File: src/shared/pss_map.vh
`ifndef PSS_MAP_VH
`define PSS_MAP_VH
// Register offsets seen on the data bus
`define PSS_STATUS_ADDR_B0   8'h03
`define PSS_STATUS_ADDR_B1   8'h83
`define PSS_PC_LOW_ADDR_B0   8'h02
`define PSS_PC_LOW_ADDR_B1   8'h82
`define PSS_PC_LATCH_ADDR_B0 8'h0a
`define PSS_PC_LATCH_ADDR_B1 8'h8a
// Status field positions
`define PSS_IND_BANK_BIT     7
`define PSS_DIR_BANK_HI      6
`define PSS_DIR_BANK_LO      5
`define PSS_TIMEOUT_BIT      4
`define PSS_PWRDN_BIT        3
`define PSS_ZERO_BIT         2
`define PSS_DIGIT_BIT        1
`define PSS_CARRY_BIT        0
// Reset values
`define PSS_STATUS_RST       8'h18
`define PSS_PC_RST           13'h0000
`define PSS_PC_LATCH_RST     5'h00
// Sizes
`define PSS_PC_W             13
`define PSS_STACK_DEPTH      8
`define PSS_SP_W             3
`endif

File: src/hw/pss_unit.v
`timescale 1ns/100ps
`default_nettype none
`include "pss_map.vh"

// Summary of operation
// - Status visible at 03h and 83h
// - Flag-setting ops override written Z/DC/C
// - Timeout and powerdown flags ignore writes
// - Clear op zeroes top bits, sets Z
// - Bit 7 selects indirect bank pair
// - Bits 6-5 select direct bank
// - Timeout set by watchdog clear or sleep
// - Powerdown set by wdt clear, cleared sleep
// - Zero flag follows result zero
// - Digit carry from low nibble
// - Carry from result top bit
// - 13-bit PC, upper bits via latch
// - Any reset clears PC
// - Low byte write loads upper from latch
// - Call/goto use latch bits 4:3
// - Paging bits 4:3 select the call/goto page
// - Eight 13-bit entries, hidden pointer
// - Push call/irq, pop returns, latch untouched
// - Stack wraps circularly
// - No overflow or underflow flag
module pss_unit (
   // Clock and reset
   input  wire        clk,
   input  wire        nrst,
   // Register port
   input  wire [7:0]  reg_addr,
   input  wire [7:0]  reg_wdata,
   input  wire        reg_wr,
   input  wire        reg_rd,
   output reg  [7:0]  reg_rdata,
   // Flag update from ALU
   input  wire        flag_z_en,
   input  wire        flag_dc_en,
   input  wire        flag_c_en,
   input  wire        alu_z,
   input  wire        alu_dc,
   input  wire        alu_c,
   input  wire        register_clear_op,
   // Power and watchdog events
   input  wire        watchdog_clear_op,
   input  wire        sleep_op,
   input  wire        watchdog_timeout,
   // Program flow
   input  wire        pc_advance,
   input  wire        jump_op,
   input  wire [10:0] jump_target,
   input  wire        call_op,
   input  wire        irq_vector,
   input  wire [12:0] irq_addr,
   input  wire        return_op,
   // Outputs
   output wire [12:0] pc,
   output wire [7:0]  core_status,
   output wire        indirect_bank_select,
   output wire [1:0]  direct_bank_select
);

   reg  [7:0]  status_q;
   reg  [7:0]  status_d;
   reg  [12:0] pc_q;
   reg  [12:0] pc_d;
   reg  [4:0]  pc_latch_q;
   reg  [2:0]  sp_q;
   reg  [2:0]  sp_d;
   reg  [12:0] stack_q [0:7];
   wire        hit_status;
   wire        hit_pc_low;
   wire        hit_pc_latch;
   wire        push;
   wire        pop;
   wire [12:0] pc_inc;
   wire [2:0]  sp_top;

   assign hit_status = (reg_addr == `PSS_STATUS_ADDR_B0) || (reg_addr == `PSS_STATUS_ADDR_B1);
   assign hit_pc_low   = (reg_addr == `PSS_PC_LOW_ADDR_B0) || (reg_addr == `PSS_PC_LOW_ADDR_B1);
   assign hit_pc_latch = (reg_addr == `PSS_PC_LATCH_ADDR_B0) || (reg_addr == `PSS_PC_LATCH_ADDR_B1);
   assign push       = call_op | irq_vector;
   assign pop        = return_op;
   assign pc_inc     = pc_q + 13'h0001;
   assign sp_top     = sp_q - 3'h1;

   assign pc                   = pc_q;
   assign core_status          = status_q;
   assign indirect_bank_select = status_q[`PSS_IND_BANK_BIT];
   assign direct_bank_select   = status_q[`PSS_DIR_BANK_HI:`PSS_DIR_BANK_LO];

   // Status next value
   always @* begin
      status_d = status_q;
      if (reg_wr && hit_status) begin
         // Bits 4:3 are never taken from the bus
         status_d[7:5] = reg_wdata[7:5];
         if (!flag_z_en)
            status_d[`PSS_ZERO_BIT] = reg_wdata[`PSS_ZERO_BIT];
         if (!flag_dc_en)
            status_d[`PSS_DIGIT_BIT] = reg_wdata[`PSS_DIGIT_BIT];
         if (!flag_c_en)
            status_d[`PSS_CARRY_BIT] = reg_wdata[`PSS_CARRY_BIT];
      end
      if (register_clear_op && hit_status) begin
         status_d[7:5] = 3'h0;
         status_d[`PSS_ZERO_BIT] = 1'b1;
      end else begin
         if (flag_z_en)
            status_d[`PSS_ZERO_BIT] = alu_z;
         if (flag_dc_en)
            status_d[`PSS_DIGIT_BIT] = alu_dc;
         if (flag_c_en)
            status_d[`PSS_CARRY_BIT] = alu_c;
      end
      // Timeout and powerdown change only on hardware events
      if (watchdog_clear_op) begin
         status_d[`PSS_TIMEOUT_BIT] = 1'b1;
         status_d[`PSS_PWRDN_BIT] = 1'b1;
      end else if (sleep_op) begin
         status_d[`PSS_TIMEOUT_BIT] = 1'b1;
         status_d[`PSS_PWRDN_BIT] = 1'b0;
      end
      if (watchdog_timeout)
         status_d[`PSS_TIMEOUT_BIT] = 1'b0;
   end

   // Program counter next value
   always @* begin
      pc_d = pc_q;
      if (pop)
         pc_d = stack_q[sp_top];
      else if (irq_vector)
         pc_d = irq_addr;
      else if (call_op || jump_op)
         pc_d = {pc_latch_q[4:3], jump_target};
      else if (reg_wr && hit_pc_low)
         pc_d = {pc_latch_q, reg_wdata};
      else if (pc_advance)
         pc_d = pc_inc;
   end

   always @* begin
      sp_d = sp_q;
      if (push)
         sp_d = sp_q + 3'h1;
      else if (pop)
         sp_d = sp_top;
   end

   always @(posedge clk) begin
      if (!nrst) begin
         status_q <= `PSS_STATUS_RST;
         pc_q     <= `PSS_PC_RST;
         pc_latch_q <= `PSS_PC_LATCH_RST;
         sp_q     <= 3'h0;
      end else begin
         status_q <= status_d;
         pc_q     <= pc_d;
         sp_q     <= sp_d;
         if (reg_wr && hit_pc_latch)
            pc_latch_q <= reg_wdata[4:0];
      end
   end

   // Stack entries; return address is PC+1 for call, the current PC for irq
   genvar gi;
   generate
      for (gi = 0; gi < `PSS_STACK_DEPTH; gi = gi + 1) begin : g_stack
         always @(posedge clk) begin
            if (!nrst)
               stack_q[gi] <= 13'h0000;
            else if (push && (sp_q == gi))
               stack_q[gi] <= call_op ? pc_inc : pc_q;
         end
      end
   endgenerate

   // Read data, one cycle after the strobe
   always @(posedge clk) begin
      if (!nrst)
         reg_rdata <= 8'h00;
      else if (reg_rd) begin
         if (hit_status)
            reg_rdata <= status_q;
         else if (hit_pc_low)
            reg_rdata <= pc_q[7:0];
         else if (hit_pc_latch)
            reg_rdata <= {3'h0, pc_latch_q};
         else
            reg_rdata <= 8'h00;
      end else
         reg_rdata <= 8'h00;
   end

endmodule // pss_unit
`default_nettype wire

File: config.mk
export PLATFORM = sky130hd
export DESIGN_NAME = pss_unit
export DESIGN_NICKNAME = d
export VERILOG_FILES = /design/src/hw/pss_unit.v
export VERILOG_INCLUDE_DIRS = /design/src /design/src/shared
export SDC_FILE = /design/constraint.sdc
export NUM_CORES = 1
export LEC_CHECK = 0
export BUFFER_PORTS_ARGS = -buffer_cell sky130_fd_sc_hd__buf_2
export CORE_MARGIN = 4
export CORE_UTILIZATION = 52
export DETAILED_ROUTE_END_ITERATION = 16
export PLACE_DENSITY = 0.76
export SYNTH_ARGS = -nofsm -noshare
export SYNTH_HDL_FRONTEND = slang
export SYNTH_SLANG_ARGS = --single-unit
File: constraint.sdc
create_clock -name clk -period 2.8 [get_ports clk]
set_clock_uncertainty 0.05 [all_clocks]
set_input_delay 0.28 -clock clk [delete_from_list [all_inputs] [get_ports clk]]
set_output_delay 0.28 -clock clk [all_outputs]
set_load 0.02 [all_outputs]
==> results.yml <==
logic_synthesis:
  yosys.cell_count.top_type: "nor2_1"
  syn_nets: 688
  synth_area_leaders: "edfxtp_1, dfxtp_1, mux4_2"
  synth_top_area_share_pct: 44.7
  synth_edf_count: 104
  avgSynthCellArea_um2: 11.2
  yosys_warnings: 0
  ys_async_sr_fraction_pct: 0
  syn_area_mm2: 0.00698
  synth-main-ff-cell: "edfxtp_1"
  synth_top_area_cell: "edfxtp_1"
  postSynthCellCount: 621
  synth_common_cells: "nor2_1, edfxtp_1, nand2_1, dfxtp_1, clkbuf_1"
  synth.distinct_cells: 59
  ys_seq_area_share_pct: 55.3
  ys_ff_latch: 141
final_layout:
  area_growth_pct: 17.6
  fillers: 1043
  drive_above_1_share_pct: 24.5
  diodes: 0
  regArea_mm2: 0.00386
  post-route-util_pct: 62.3
  postLayoutCellArea_mm2: 0.00821
  multi_input_area_mm2: 0.00289
  layout.nets: 773
setup_path:
  crit_family: "XOR/XNOR gates"
  required_ns: 2.89
  end_kind: "flop"
  critPathMaxStageDelay_ns: 0.63
  cp-start-kind: "flop"
  cpMaxStageDelayCell: "xnor2_1"
  path_class: "reg -> reg"
  path_cells: "ha_1 > and3_1 > nand2_1 > xnor2_1 > nor2_1"
  worst-path-max-fanout: 8
  cp.arrival_ns: 2.53
  path_buf_inv: 0
flow_run:
  cap_violations: 0
run_status:
  status: "finished clean"
place:
  place_congestion: 0.941
  place_area_mm2: 0.00761
  post-dp-hpwl_um: 13100
  port_buffers: 89
clock_network:
  clk_pin_slew_ns: 0.07
  cts_resized: 0
  clkSinkCount: 141
  root_buffer: "clkbuf_16"
  tritoncts: "built"
  clock_latency_ns: 0.43
  htreeDepth: 4
  clockBufferDepth: 2
  numCtsBuffers: 17
power:
  internal-power_mw: 4.01
  p_comb_share_pct: 15.6
  powerDensity_mw_per_mm2: 685
  clock_power_share_pct: 40.6
  p_sw_share_pct: 28.7
  switchingPower_mw: 1.62
  ir_drop_mv: 0.514
  pwr-share-seq_pct: 43.8
  report.power.total_mw: 5.63
  leakage_nw: 3.18
detailed_routing:
  wl_per_cell_um: 21.6
  drc_errors: 0
  num_vias: 5447
  ant_nets: 0
  wirelength_um: 19300
  firstDrtPassIters: 6
  drtIter0Drc: 681
  viasPerCell: 6.09
timing:
  max_slew_margin_pct: 41.9
  rsz0062_at_grt: "false"
  tightest_slew_ns: 0.869
  finalCritPeriodShare_pct: 87.1
  fmax_mhz: 410
  post-route-min-period_ns: 2.44
  slew_viol_final: 0
  hold_viol_final: 0
  fin_setup_tns_ns: 0
  hold-worst-slack_ns: 0.0178
  setup_viol: 0
floorplan:
  fp.dieH_um: 124
  core-area_mm2: 0.0132
  initial_core_util_pct: 52.9
  die_area_mm2: 0.0153
  num_rows: 42
  die_w_um: 124
  io_pins: 91
global_route:
  grt_pass1_wl_um: 28900
  grt_max_degree: 28
  grt_pass1_vias: 5258
  grtUsageTotal_pct: 25.6
  antenna_found_initial: 0
  grt_overflow: 0
worst_hold_path:
  hold_path_class: "in -> reg"
[area by class of cell]
| class | instances | area share (%) |
|---|---|---|
| Sequential cell | 141 | 47.1 |
| Inverter | 9 | 0.411 |
| Clock inverter | 15 | 2.00 |
| Clock buffer | 17 | 5.18 |
| Timing Repair Buffer | 110 | 7.53 |
| Multi-Input combinational cell | 427 | 35.2 |
| Tap cell | 176 | 2.68 |
[metrics by stage]
step / setup slack, ns / std cells
3_3_place_gp: 0.477 / 862
3_5_place_dp: 0.425 / 862
4_1_cts: 0.356 / 895
5_1_grt: 0.187 / 895
2_1_floorplan: 0.0418 / 621
6_report: 0.362 / 895
[routing by layer]
layer / up-vias / global-route usage (%) / wire length (um)
met1: 2644 / 31.3 / 7310
met3: 36 / 5.13 / 1800
met4: 0 / 9.07 / 432
met5: - / 0 / 0
met2: 326 / 45.2 / 9780
li1: 2441 / - / -
[worst paths after layout]
path         slack (ns)  cells after the start              to              start
max reg2reg        0.36                      5  stack_q[3][10]              pc[0]
min                0.02                      2  core_status[3]  watchdog_clear_op
min reg2reg        0.46                      2    reg_rdata[2]     core_status[2]
max                0.36                      5  stack_q[3][10]              pc[0]
[sequential cells by signal, indices dropped and copies added (netlist names)]
name and flops:
reg_rdata 8, core_status 8, pc_latch_q 5, sp_q 3, pc 13, stack_q 104
[kinds of logic after synthesis]
group,share of synthesized area (%)
buffers and inverters,3.42
muxes,11.0
xor gates and xnor gates,3.26
AOI/OAI and AO/OA,9.16
DFF,55.3
adders and majority gates,1.43
and+or+nand+nor,16.4
[power groups by stage]
stage	clock network [mW]	logic [mW]	registers (mW)
5_1_grt	2.40	0.939	2.48
2_1_floorplan	0	0.546	2.50
6_report	2.28	0.878	2.47
3_5_place_dp	0	0.861	2.51
4_1_cts	2.29	0.870	2.46
3_3_place_gp	0	0.845	2.50
[repair_timing]
action                     4_1_cts  5_1_grt
hold buffers                     1        0
setup buffers                    0        0
setup endpoints to repair        0        0
hold endpoints to repair         1        0
[cell usage in the layout (no fill, tap or decap), types with 11 or more instances in the layout]
master	netlist	layout
a21oi_1	19	19
buf_2	11	89
buf_4	3	19
clkbuf_16	0	17
dfxtp_1	37	37
edfxtp_1	104	104
mux2i_1	17	17
mux4_2	25	25
nand2_1	42	42
nand3_1	15	15
nor2_1	141	141
nor2b_1	12	12
nor3_1	15	15
o21ai_0	11	11
xnor2_1	17	17
[worst reg2reg max path: cells and delay by family, from the launching register on]
family,cells,cell delay (ns)
XOR/XNOR,1,0.63
adder cells (fa/ha/maj),1,0.33
flip-flops,1,0.56
AND/OR/NAND/NOR,3,0.58
No activity file was read; power rests on OpenSTA's default activity.
